--- config.mk ---
export PLATFORM = sky130hd
export DESIGN_NAME = smr_device_flat
export DESIGN_NICKNAME = d
export VERILOG_FILES = /design/src/shared/smr_pkg.sv /design/src/shared/smr_if.sv /design/src/core/smr_device.sv /design/src/flat_wrapper.sv
export SDC_FILE = /design/constraint.sdc
export NUM_CORES = 1
export LEC_CHECK = 0
export ABC_AREA = 1
export BUFFER_PORTS_ARGS = -buffer_cell sky130_fd_sc_hd__clkbuf_2
export CORE_AREA = 2 2 63 65
export CTS_BUF_LIST = sky130_fd_sc_hd__clkbuf_8
export CTS_CLUSTER_DIAMETER = 200
export DETAILED_ROUTE_END_ITERATION = 10
export DIE_AREA = 0 0 65 67
export GPL_TIMING_DRIVEN = 1
export PLACE_DENSITY_LB_ADDON = 0.3
export SLEW_MARGIN = 10
export SYNTH_ARGS = -nofsm -noshare
export SYNTH_HDL_FRONTEND = slang
export SYNTH_SLANG_ARGS = --single-unit
--- constraint.sdc ---
create_clock -name clk -period 1.6 [get_ports clk]
set_clock_uncertainty 0.1 [all_clocks]
set_input_delay 0.16 -clock clk [delete_from_list [all_inputs] [get_ports clk]]
set_output_delay 0.16 -clock clk [all_outputs]
set_load 0.02 [all_outputs]
--- src/shared/smr_pkg.sv ---
/*
 * Constants shared by both ends of the mode-register configuration link.
 * Assumes one clock domain (clk, 10 MHz) and an active-high async reset.
 */
// Function
// - Mode registers reset to all ones.
// - Each mode command takes one mask byte.
// - Set command ORs mask into register.
// - Reset command ANDs mask into register.
// - Mode commands give no result, no interrupt.
// - Flag stream bit sends flags when idle.
// - Flag stream ignored in loop or delay.
// - Flag stream cleared: idles at boundary.
// - Preframe bit: two chars, 00 or 55.
// - Buffered bit keeps first two bytes.
// - Early bit: interrupt after last data.
// - New transmit after early: no final interrupt.
// - Early cleared: interrupt after closing flag.
// - Host keeps end-of-process bit cleared; reset leaves it set, and the host clears it only in set masks.
// - Abort bit cleared: SDLC abort character.
// - Serial bit 0 selects NRZI coding.
// - Serial bit 1 loops transmit clock.
// - Serial bit 2 loops transmit data.
// - Transfer register set: interrupt per byte.
// - Host: result flag clear means data request.
// - Transfer register cleared: DMA, no interrupts; tx_end_int still drives the transmit interrupt line.
// - Delay register selects one-bit retransmit.
// - Host waits parameter buffer empty first.
package smr_pkg;
	localparam logic [7:0] CMD_SET_DELAY = 8'hA4;
	localparam logic [7:0] CMD_RST_DELAY = 8'h64;
	localparam logic [7:0] CMD_SET_XFER = 8'h97;
	localparam logic [7:0] CMD_RST_XFER = 8'h57;
	localparam logic [7:0] CMD_SET_OPER = 8'h91;
	localparam logic [7:0] CMD_RST_OPER = 8'h51;
	localparam logic [7:0] CMD_SET_SIO = 8'hA0;
	localparam logic [7:0] CMD_RST_SIO = 8'h60;
	localparam logic [7:0] MODE_RESET = 8'hFF;
	localparam logic [7:0] OPER_USED = 8'h3F;
	localparam logic [7:0] SIO_USED = 8'h07;
	localparam logic [7:0] ONE_USED = 8'h01;
	localparam logic [7:0] PREFRAME_NRZI = 8'h00;
	localparam logic [7:0] PREFRAME_PLAIN = 8'h55;
	localparam int OPER_FLAG_STREAM = 0;
	localparam int OPER_PREFRAME = 1;
	localparam int OPER_BUFFERED = 2;
	localparam int OPER_EARLY_TX = 3;
	localparam int OPER_END_OF_PROCESS = 4;
	localparam int OPER_HDLC_ABORT = 5;
	localparam int SIO_NRZI = 0;
	localparam int SIO_CLK_LOOP = 1;
	localparam int SIO_DATA_LOOP = 2;
	localparam int XFER_INTR = 0;
	localparam int DELAY_ON = 0;
	localparam logic [1:0] HREG_STATUS = 2'h0;
	localparam logic [1:0] HREG_CMD = 2'h1;
	localparam logic [1:0] HREG_PARAM = 2'h2;
	typedef enum logic [1:0] {
		SMR_IDLE = 2'b00,
		SMR_WAIT_PARAM = 2'b01
	} smr_dev_state_t;
	typedef enum logic [1:0] {
		SMR_H_IDLE = 2'b00,
		SMR_H_CMD = 2'b01,
		SMR_H_WAIT = 2'b10,
		SMR_H_PARAM = 2'b11
	} smr_host_state_t;
endpackage : smr_pkg

--- src/shared/smr_if.sv ---
/*
 * Link between the host end and the device end of the mode configuration.
 * Assumes both ends run on the same clock.
 */
`timescale 1ns/1ps
`default_nettype none
interface smr_if;
	logic [7:0] cmd_data;
	logic cmd_wr;
	logic [7:0] param_data;
	logic param_wr;
	logic command_busy;
	logic parameter_buffer_full_flag;
	logic result_buffer_full;
	logic completion_int;
	modport host (
		output cmd_data, cmd_wr, param_data, param_wr,
		input command_busy, parameter_buffer_full_flag,
		input result_buffer_full, completion_int
	);
	modport device (
		input cmd_data, cmd_wr, param_data, param_wr,
		output command_busy, parameter_buffer_full_flag,
		output result_buffer_full, completion_int
	);
endinterface : smr_if
`default_nettype wire

--- src/core/smr_device.sv ---
/*
 * Device end: the four mode registers and the controls derived from them.
 * The registers change only through a set or reset command followed by
 * its mask; the other outputs decode their bits, some of them together with the transmitter inputs.
 * Assumes the host writes one command then one parameter per sequence.
 * Assumes every transmitter input is a pulse or level on clk, active
 * high, so none of them passes a synchroniser.
 */
// The register addresses and the plain strobed port are this design's own decisions.
`timescale 1ns/1ps
`default_nettype none
module smr_device (
	// Clock and reset.
	input wire logic clk,
	input wire logic reset,
	// Link to the host.
	smr_if.device link,
	// Transmitter state.
	input wire logic tx_active,
	input wire logic char_boundary,
	input wire logic loop_transmit,
	input wire logic last_data_taken,
	input wire logic final_flag_sent,
	input wire logic new_tx_cmd,
	input wire logic tx_data_need,
	input wire logic rx_data_ready,
	// Mode register contents.
	output logic [7:0] operating_mode,
	output logic [7:0] serial_io_mode,
	output logic [7:0] data_transfer_mode,
	output logic [7:0] one_bit_delay_mode,
	// Derived controls.
	output logic send_flags,
	output logic preframe_enable,
	output logic [7:0] preframe_char,
	output logic buffered_mode,
	output logic hdlc_abort,
	output logic nrzi_enable,
	output logic clock_loopback,
	output logic data_loopback,
	output logic one_bit_delay,
	output logic tx_end_int,
	output logic transmit_interrupt_line,
	output logic receive_interrupt_line,
	output logic tx_dma_req,
	output logic rx_dma_req
);
	////////////////////////////////////////////////////////////////////
	smr_pkg::smr_dev_state_t state_q;
	logic [7:0] cmd_q;
	logic flag_q;
	logic early_seen_q;
	logic chain_q;
	logic op_set;
	logic op_rst;
	logic flags_blocked;
	logic per_byte;

	function automatic logic [7:0] apply_mask(input logic [7:0] old,
		input logic [7:0] mask, input logic is_set, input logic [7:0] used);
		logic [7:0] r;
		r = is_set ? (old | mask) : (old & mask);
		apply_mask = (r & used) | (old & ~used);
	endfunction : apply_mask

	// Set codes carry bit 7 high, reset codes carry it low.
	function automatic logic set_command(input logic [7:0] code);
		set_command = code[7];
	endfunction : set_command

	////////////////////////////////////////////////////////////////////
	// Command phase: a mode command waits for exactly one parameter.
	always_ff @(posedge clk or posedge reset) begin
		if (reset) begin
			state_q <= smr_pkg::SMR_IDLE;
			cmd_q <= 8'h00;
		end else if (link.cmd_wr) begin
			state_q <= smr_pkg::SMR_WAIT_PARAM;
			cmd_q <= link.cmd_data;
		end else if (link.param_wr) begin
			state_q <= smr_pkg::SMR_IDLE;
		end
	end

	assign link.command_busy = (state_q == smr_pkg::SMR_WAIT_PARAM);
	// The parameter is consumed in the cycle it arrives, so the buffer
	// never reads full; host polling still works unchanged.
	assign link.parameter_buffer_full_flag = 1'b0;
	assign link.result_buffer_full = 1'b0;
	assign link.completion_int = 1'b0;

	assign op_set = link.param_wr && state_q == smr_pkg::SMR_WAIT_PARAM;

	always_ff @(posedge clk or posedge reset) begin
		if (reset) begin
			operating_mode <= smr_pkg::MODE_RESET;
			serial_io_mode <= smr_pkg::MODE_RESET;
			data_transfer_mode <= smr_pkg::MODE_RESET;
			one_bit_delay_mode <= smr_pkg::MODE_RESET;
		end else if (op_set) begin
			unique case (cmd_q)
			smr_pkg::CMD_SET_OPER, smr_pkg::CMD_RST_OPER: begin
				operating_mode <= apply_mask(operating_mode, link.param_data,
					set_command(cmd_q), smr_pkg::OPER_USED);
			end
			smr_pkg::CMD_SET_SIO, smr_pkg::CMD_RST_SIO: begin
				serial_io_mode <= apply_mask(serial_io_mode, link.param_data,
					set_command(cmd_q), smr_pkg::SIO_USED);
			end
			smr_pkg::CMD_SET_XFER, smr_pkg::CMD_RST_XFER: begin
				data_transfer_mode <= apply_mask(data_transfer_mode,
					link.param_data, set_command(cmd_q), smr_pkg::ONE_USED);
			end
			smr_pkg::CMD_SET_DELAY, smr_pkg::CMD_RST_DELAY: begin
				one_bit_delay_mode <= apply_mask(one_bit_delay_mode,
					link.param_data, set_command(cmd_q), smr_pkg::ONE_USED);
			end
			default: begin
				// An unknown code still eats its mask, keeping pairs aligned.
			end
			endcase
		end
	end

	////////////////////////////////////////////////////////////////////
	// Flag stream: bit changes take effect only when the transmitter is idle
	// at a character boundary, so a frame in progress is never cut.
	assign flags_blocked = loop_transmit ||
		one_bit_delay_mode[smr_pkg::DELAY_ON];
	assign op_rst = operating_mode[smr_pkg::OPER_FLAG_STREAM] &&
		!flags_blocked;

	always_ff @(posedge clk or posedge reset) begin
		if (reset) begin
			flag_q <= 1'b0;
		end else if (!tx_active && char_boundary) begin
			flag_q <= op_rst;
		end
	end
	// Only loop and delay cut flags at once; a cleared bit waits its turn.
	assign send_flags = flag_q && !flags_blocked;

	////////////////////////////////////////////////////////////////////
	// Static controls.
	assign preframe_enable = operating_mode[smr_pkg::OPER_PREFRAME];
	always_ff @(posedge clk or posedge reset) begin
		if (reset) begin
			preframe_char <= smr_pkg::PREFRAME_NRZI;
		end else begin
			preframe_char <= serial_io_mode[smr_pkg::SIO_NRZI] ?
				smr_pkg::PREFRAME_NRZI : smr_pkg::PREFRAME_PLAIN;
		end
	end
	assign buffered_mode = operating_mode[smr_pkg::OPER_BUFFERED];
	assign hdlc_abort = operating_mode[smr_pkg::OPER_HDLC_ABORT];
	assign nrzi_enable = serial_io_mode[smr_pkg::SIO_NRZI];
	assign clock_loopback = serial_io_mode[smr_pkg::SIO_CLK_LOOP];
	assign data_loopback = serial_io_mode[smr_pkg::SIO_DATA_LOOP];
	assign one_bit_delay = one_bit_delay_mode[smr_pkg::DELAY_ON];

	////////////////////////////////////////////////////////////////////
	// End-of-frame interrupt timing.
	always_ff @(posedge clk or posedge reset) begin
		if (reset) begin
			early_seen_q <= 1'b0;
			chain_q <= 1'b0;
		end else begin
			if (final_flag_sent) begin
				early_seen_q <= 1'b0;
			end else if (last_data_taken &&
				operating_mode[smr_pkg::OPER_EARLY_TX]) begin
				early_seen_q <= 1'b1;
			end
			// A new command in the same cycle as the final flag loses to the flag clear.
			if (new_tx_cmd && early_seen_q && !final_flag_sent) begin
				chain_q <= 1'b1;
			end else if (final_flag_sent) begin
				chain_q <= 1'b0;
			end
		end
	end

	always_ff @(posedge clk or posedge reset) begin
		if (reset) begin
			tx_end_int <= 1'b0;
		end else if (operating_mode[smr_pkg::OPER_EARLY_TX]) begin
			// The final flag still reports unless a chained frame shares it.
			tx_end_int <= last_data_taken ||
				(final_flag_sent && !chain_q);
		end else begin
			tx_end_int <= final_flag_sent && !chain_q;
		end
	end

	////////////////////////////////////////////////////////////////////
	// Data transfer: per-byte interrupts or DMA requests.
	// Both paths are plain levels, so a request is never lost to a pulse
	// that the far side happened not to sample.
	assign per_byte = data_transfer_mode[smr_pkg::XFER_INTR];
	assign transmit_interrupt_line = tx_end_int ||
		(per_byte && tx_data_need);
	assign receive_interrupt_line =
		per_byte && rx_data_ready;
	assign tx_dma_req =
		!per_byte && tx_data_need;
	assign rx_dma_req =
		!per_byte && rx_data_ready;
endmodule : smr_device
`default_nettype wire

--- src/flat_wrapper.sv ---
// flat-port wrapper written by rule: the top's interface ports become plain ports
module smr_device_flat 
  (clk, reset, tx_active, char_boundary, loop_transmit, last_data_taken, final_flag_sent, new_tx_cmd, tx_data_need, rx_data_ready, operating_mode, serial_io_mode, data_transfer_mode, one_bit_delay_mode, send_flags, preframe_enable, preframe_char, buffered_mode, hdlc_abort, nrzi_enable, clock_loopback, data_loopback, one_bit_delay, tx_end_int, transmit_interrupt_line, receive_interrupt_line, tx_dma_req, rx_dma_req, link_cmd_data, link_cmd_wr, link_param_data, link_param_wr, link_command_busy, link_parameter_buffer_full_flag, link_result_buffer_full, link_completion_int);
  smr_if link_i ();
  input wire logic clk;
  input wire logic reset;
  input wire logic tx_active;
  input wire logic char_boundary;
  input wire logic loop_transmit;
  input wire logic last_data_taken;
  input wire logic final_flag_sent;
  input wire logic new_tx_cmd;
  input wire logic tx_data_need;
  input wire logic rx_data_ready;
  output logic [7:0] operating_mode;
  output logic [7:0] serial_io_mode;
  output logic [7:0] data_transfer_mode;
  output logic [7:0] one_bit_delay_mode;
  output logic send_flags;
  output logic preframe_enable;
  output logic [7:0] preframe_char;
  output logic buffered_mode;
  output logic hdlc_abort;
  output logic nrzi_enable;
  output logic clock_loopback;
  output logic data_loopback;
  output logic one_bit_delay;
  output logic tx_end_int;
  output logic transmit_interrupt_line;
  output logic receive_interrupt_line;
  output logic tx_dma_req;
  output logic rx_dma_req;
  input wire logic [$bits(link_i.cmd_data)-1:0] link_cmd_data;
  input wire logic [$bits(link_i.cmd_wr)-1:0] link_cmd_wr;
  input wire logic [$bits(link_i.param_data)-1:0] link_param_data;
  input wire logic [$bits(link_i.param_wr)-1:0] link_param_wr;
  output wire logic [$bits(link_i.command_busy)-1:0] link_command_busy;
  output wire logic [$bits(link_i.parameter_buffer_full_flag)-1:0] link_parameter_buffer_full_flag;
  output wire logic [$bits(link_i.result_buffer_full)-1:0] link_result_buffer_full;
  output wire logic [$bits(link_i.completion_int)-1:0] link_completion_int;
  assign link_i.cmd_data = link_cmd_data;
  assign link_i.cmd_wr = link_cmd_wr;
  assign link_i.param_data = link_param_data;
  assign link_i.param_wr = link_param_wr;
  assign link_command_busy = link_i.command_busy;
  assign link_parameter_buffer_full_flag = link_i.parameter_buffer_full_flag;
  assign link_result_buffer_full = link_i.result_buffer_full;
  assign link_completion_int = link_i.completion_int;
  smr_device u_core (.clk(clk), .reset(reset), .link(link_i), .tx_active(tx_active), .char_boundary(char_boundary), .loop_transmit(loop_transmit), .last_data_taken(last_data_taken), .final_flag_sent(final_flag_sent), .new_tx_cmd(new_tx_cmd), .tx_data_need(tx_data_need), .rx_data_ready(rx_data_ready), .operating_mode(operating_mode), .serial_io_mode(serial_io_mode), .data_transfer_mode(data_transfer_mode), .one_bit_delay_mode(one_bit_delay_mode), .send_flags(send_flags), .preframe_enable(preframe_enable), .preframe_char(preframe_char), .buffered_mode(buffered_mode), .hdlc_abort(hdlc_abort), .nrzi_enable(nrzi_enable), .clock_loopback(clock_loopback), .data_loopback(data_loopback), .one_bit_delay(one_bit_delay), .tx_end_int(tx_end_int), .transmit_interrupt_line(transmit_interrupt_line), .receive_interrupt_line(receive_interrupt_line), .tx_dma_req(tx_dma_req), .rx_dma_req(rx_dma_req));
endmodule
== After elaboration in Yosys (flattened, before gate mapping) ==
Index checks and enable logic that the tools add are counted.
Word-level totals
  bits of input ports: 28
  register bits: 54
  logic and storage cells: 75
  output and inout bits: 57
Cells by class
  reductions and logical operators: 31
  mux-type cells: 12
  equality and inequality tests: 9
  bitwise logic cells: 12
Operators with widths (count)
  $eq 8x7->1 const B: 4
  $eq 8x8->1 const B: 4
  $or 1x8->8: 2
  $logic_and 1x1->1: 12
  $or 3x8->8: 1
  $or 6x8->8: 1
  $reduce_and 2->1: 4
  $reduce_or 2->1: 4
  $mux 1: 7
  $mux 7: 1
  $and 6x6->6: 1
  $mux 6: 1
  $or 6x6->6: 1
  $reduce_bool 2->1: 3
  $logic_not 1->1: 5
  $mux 2: 2
  $and 3x3->3: 1
  $logic_or 1x1->1: 3
  $mux 3: 1
  $or 3x3->3: 1
  $and 1x1->1: 2
  $eq 2x1->1 const B: 1
  $or 1x1->1: 2

== Depth between registers and ports, before layout ==
  depth in word-level cells: 4
  depth in mapped cells: 9
  mapped depth without buffers: 8

== Worst setup path after synthesis ==
No wires, ideal clock.
  path kind: reg2out
  start: register u_core.data_transfer_mode[0]
  end: output port transmit_interrupt_line
  cell stages (with the launch flop): 3
  slack: 305 ps
  arrival time: 1035 ps
  path buffers: 0
  required time: 1340 ps
  cell sequence: dfstp_2 inv_1 o21bai_1
Between the ends
  cells in the longest elaborated chain, start to end: 2
RTL lines
  from (decl): RTL line smr_device.sv:30  | output logic [7:0] data_transfer_mode,
  from (signal assigned): RTL line smr_device.sv:98  | data_transfer_mode <= smr_pkg::MODE_RESET;
  from (signal assigned): RTL line smr_device.sv:111  | data_transfer_mode <= apply_mask(data_transfer_mode,
  $logic_and 1x1->1: RTL line smr_device.sv:201  | (per_byte && tx_data_need);
  $logic_or 1x1->1: RTL line smr_device.sv:200  | assign transmit_interrupt_line = tx_end_int ||
  to (decl): RTL line flat_wrapper.sv:29  | output logic transmit_interrupt_line;
Every way passes these cells.

== Worst setup path in the final report ==
Same ends and word-level chain as after synthesis.

==> results.py <==
metrics = {
    "status": {
        "run_status": "completed",
    },
    "die": {
        "die_x_um": 65,
        "die-area_mm2": 0.00436,
        "floorplan.core_area_mm2": 0.00361,
        "core.rowCount": 22,
        "initial_core_util_pct": 46.1,
        "ios": 85,
        "die_h_um": 67,
    },
    "routing": {
        "route.layer.met1.wl_um": 1240,
        "drt-total-wl_um": 2820,
        "routedWlPerCell_um": 8.59,
        "ant_nets": 0,
        "drt-vias-per-instance": 4.22,
        "detailedRoute.firstIterationViolations": 35,
        "top_layer": "met4",
        "dr.pass1.iters": 4,
        "num_vias": 1385,
        "met3WireLength_um": 210,
        "drc_violations_left": 0,
        "met2WireLength_um": 1350,
    },
    "global_route": {
        "pin_count_of_the_biggest_net_entering_global_routing": 26,
        "globalRouteTotalUtil_pct": 14.6,
        "first_pass_grt_wire_length_um": 4970,
        "overflow": 0,
        "initial_antenna_violation_count": 0,
        "number_of_global_route_vias_before_repair": 1219,
    },
    "cts": {
        "cts_max_level": 1,
        "cts-root-buf": "clkbuf_8",
        "tritoncts": "yes",
        "cts_inserted_buffers": 3,
        "cts.sink_count": 25,
        "clock_insertion_delay_at_the_later_pin_of_the_skew_report_ps": 270,
        "worst_setup_hold_path_clk_slew_ps": 80,
        "cts_buffer_depth": 2,
    },
    "placed_design": {
        "buffer_ports.inserted": 54,
        "detailedPlacementHpwl_um": 2240,
        "gp_routability_congestion": 0.728,
    },
    "timing": {
        "fmax_ghz": 0.664,
        "finalSetupTns_ps": 0,
        "final.period_utilization_pct": 94.2,
        "hold_viol_final": 0,
        "setup_viol": 0,
        "slew_viol_final": 0,
        "period_needed_ps": 1510,
        "rsz0062_at_grt": "false",
    },
    "synth": {
        "synth-simple-area-share_pct": 26.6,
        "synth_cell_types": 21,
        "synth_seq_area_share_pct": 38.4,
        "synth_fa_ha_area_share_pct": 0,
        "netlist_instances": 228,
        "synth.cell_area_mm2": 0.00166,
        "synth-compound-area-share_pct": 4.81,
        "synth_seq_cells": 25,
        "post_synth_xor_area_fraction_pct": 0,
        "combinational_family_with_the_most_area_after_synthesis": "buffers and inverters",
        "synth.mux.area_fraction_pct": 2.03,
        "postSynthAreaPerCell_um2": 7.30,
        "synthesis.yosys.warnings": 0,
    },
    "critical_path": {
        "crit_path_cell_trace": "inv_1 > o21bai_1 > clkbuf_2",
        "crit-reg2reg-launch": "u_core.cmd_q[7]",
        "r2r_slack_ps": 320,
        "critPathMaxFanout": 5,
        "critPathSlowestCell": "dfstp_2",
        "timing.rr.end": "u_core.data_transfer_mode[0]",
        "critPathMaxStageDelay_ps": 570,
        "critical_path_required_ps": 1340,
        "timing.critical_path.to_type": "output pin",
        "critical_path.startpoint": "u_core.data_transfer_mode[0]",
        "criticalPathCategory": "register to output pin",
        "critical_path_arrival_ps": 1250,
        "start_kind": "register",
        "rr_worst_depth": 7,
    },
    "layout": {
        "synthToLayoutAreaGrowth_pct": 14.9,
        "regArea_um2": 639,
        "fin_nets": 309,
        "ratio_of_cells_with_drive_above_1_in_the_final_layout_pct": 28.9,
        "antenna-diode-count": 0,
        "multi_input_area_um2": 662,
        "most_frequent_cells_in_the_layout": "clkbuf_2, nand2_1, inv_1",
        "nFillCells": 367,
        "mostFrequentLayoutCell": "clkbuf_2",
        "post-route-util_pct": 53.0,
    },
    "power_and_ir_drop": {
        "vdd_ir_drop_max_mv": 0.482,
        "power_density_mw_per_mm2": 894,
        "p_leak_nw": 1.14,
    },
    "hold_path": {
        "hold_path_end": "u_core.cmd_q[6]",
        "hold_path_class": "input pin to register",
        "hold-path-cell-count": 3,
        "worst_hold_path_startpoint": "link_cmd_data[6]",
    },
    "run": {
        "cap_viol_max_count": 0,
    },
}
cells in the mapped netlist:
master / n / area [µm²]
buf_6: 1 / 11.3
clkbuf_1: 1 / 3.75
inv_4: 1 / 6.26
buf_4: 38 / 285
nand2_4: 3 / 33.8
a21oi_1: 5 / 25.0
dfstp_2: 11 / 289
o21bai_1: 2 / 15.0
nor2_1: 34 / 128
inv_2: 1 / 3.75
conb_1: 2 / 7.51
nor2_8: 1 / 20.0
o21ai_0: 8 / 40.0
nand3_1: 11 / 55.1
nor3_1: 1 / 5.00
nor2_4: 1 / 11.3
dfrtp_1: 14 / 350
nor2_2: 1 / 6.26
inv_1: 40 / 150
mux2_2: 3 / 33.8
nand2_1: 49 / 184
metrics by stage:
step           total power, mW  instance area (µm²)  worst slack [ps]  hold slack [ps]  cells
4_1_cts                   1.73                 1910              81.3             4.97    328
6_report                  1.71                 1910              93.5             9.31    328
3_5_place_dp              1.35                 1810               322              109    318
3_3_place_gp              1.34                 1810               338              108    318
5_1_grt                   1.84                 1910              33.5             7.89    328
2_1_floorplan             1.30                 1760               305             79.2    254
area by class of cell:
type	instances	share of cell area, %
tap	48	3.14
multi-input combinational	147	34.6
clock buffer	3	2.16
timing repair buffer	62	18.1
clock inverter	1	0.196
inverter	42	8.38
sequential	25	33.4
worst max-delay path, delay by kind of cell, from the launching register on:
kind	cells	cell delay, ps
DFF	1	570
buffers and inverters	2	260
AOI/OAI and AO/OA	1	140
report_power, final:
part           internal, mW  switching [mW]
Combinational         0.182           0.375
Clock                 0.172           0.192
Sequential            0.731          0.0583
Total                  1.08           0.625
flip-flops by register name, indices dropped and copies added (netlist names):
name / cells
u_core.cmd_q: 8
u_core.operating_mode: 6
u_core.one_bit_delay_mode: 1
u_core.serial_io_mode: 3
u_core.state_q: 1
u_core.data_transfer_mode: 1
u_core.chain_q: 1
u_core.tx_end_int: 1
u_core.flag_q: 1
u_core.early_seen_q: 1
u_core.preframe_char: 1
cells by family (layout without fill, tap and decap cells):
family,Yosys count,after routing
AO/OA/AOI/OAI,15,15
buffers and inverters,82,108
flip-flops,25,25
multiplexers,3,3
other,2,28
AND/OR/NAND/NOR,101,101
worst max path at each step:
stage,to,slack [ps],cells after the start
finish,transmit_interrupt_line,90,3
global route,transmit_interrupt_line,30,3
CTS,transmit_interrupt_line,80,3
detailed placement,u_core.operating_mode[5],320,7
global placement,u_core.data_transfer_mode[0],340,7
floorplan,transmit_interrupt_line,310,2
metal layers:
metal / vias up / GRT usage, %
met5: - / 0
met4: 0 / 3.99
met3: 2 / 2.20
met2: 56 / 26.2
met1: 610 / 18.1
li1: 717 / -
what timing repair did:
action / CTS / global route
hold buffers: 6 / 0
setup buffers: 0 / 0
endpoints found under the hold margin: 20 / 0
resized for setup: 0 / 0
(Power assumes the default switching activity.)
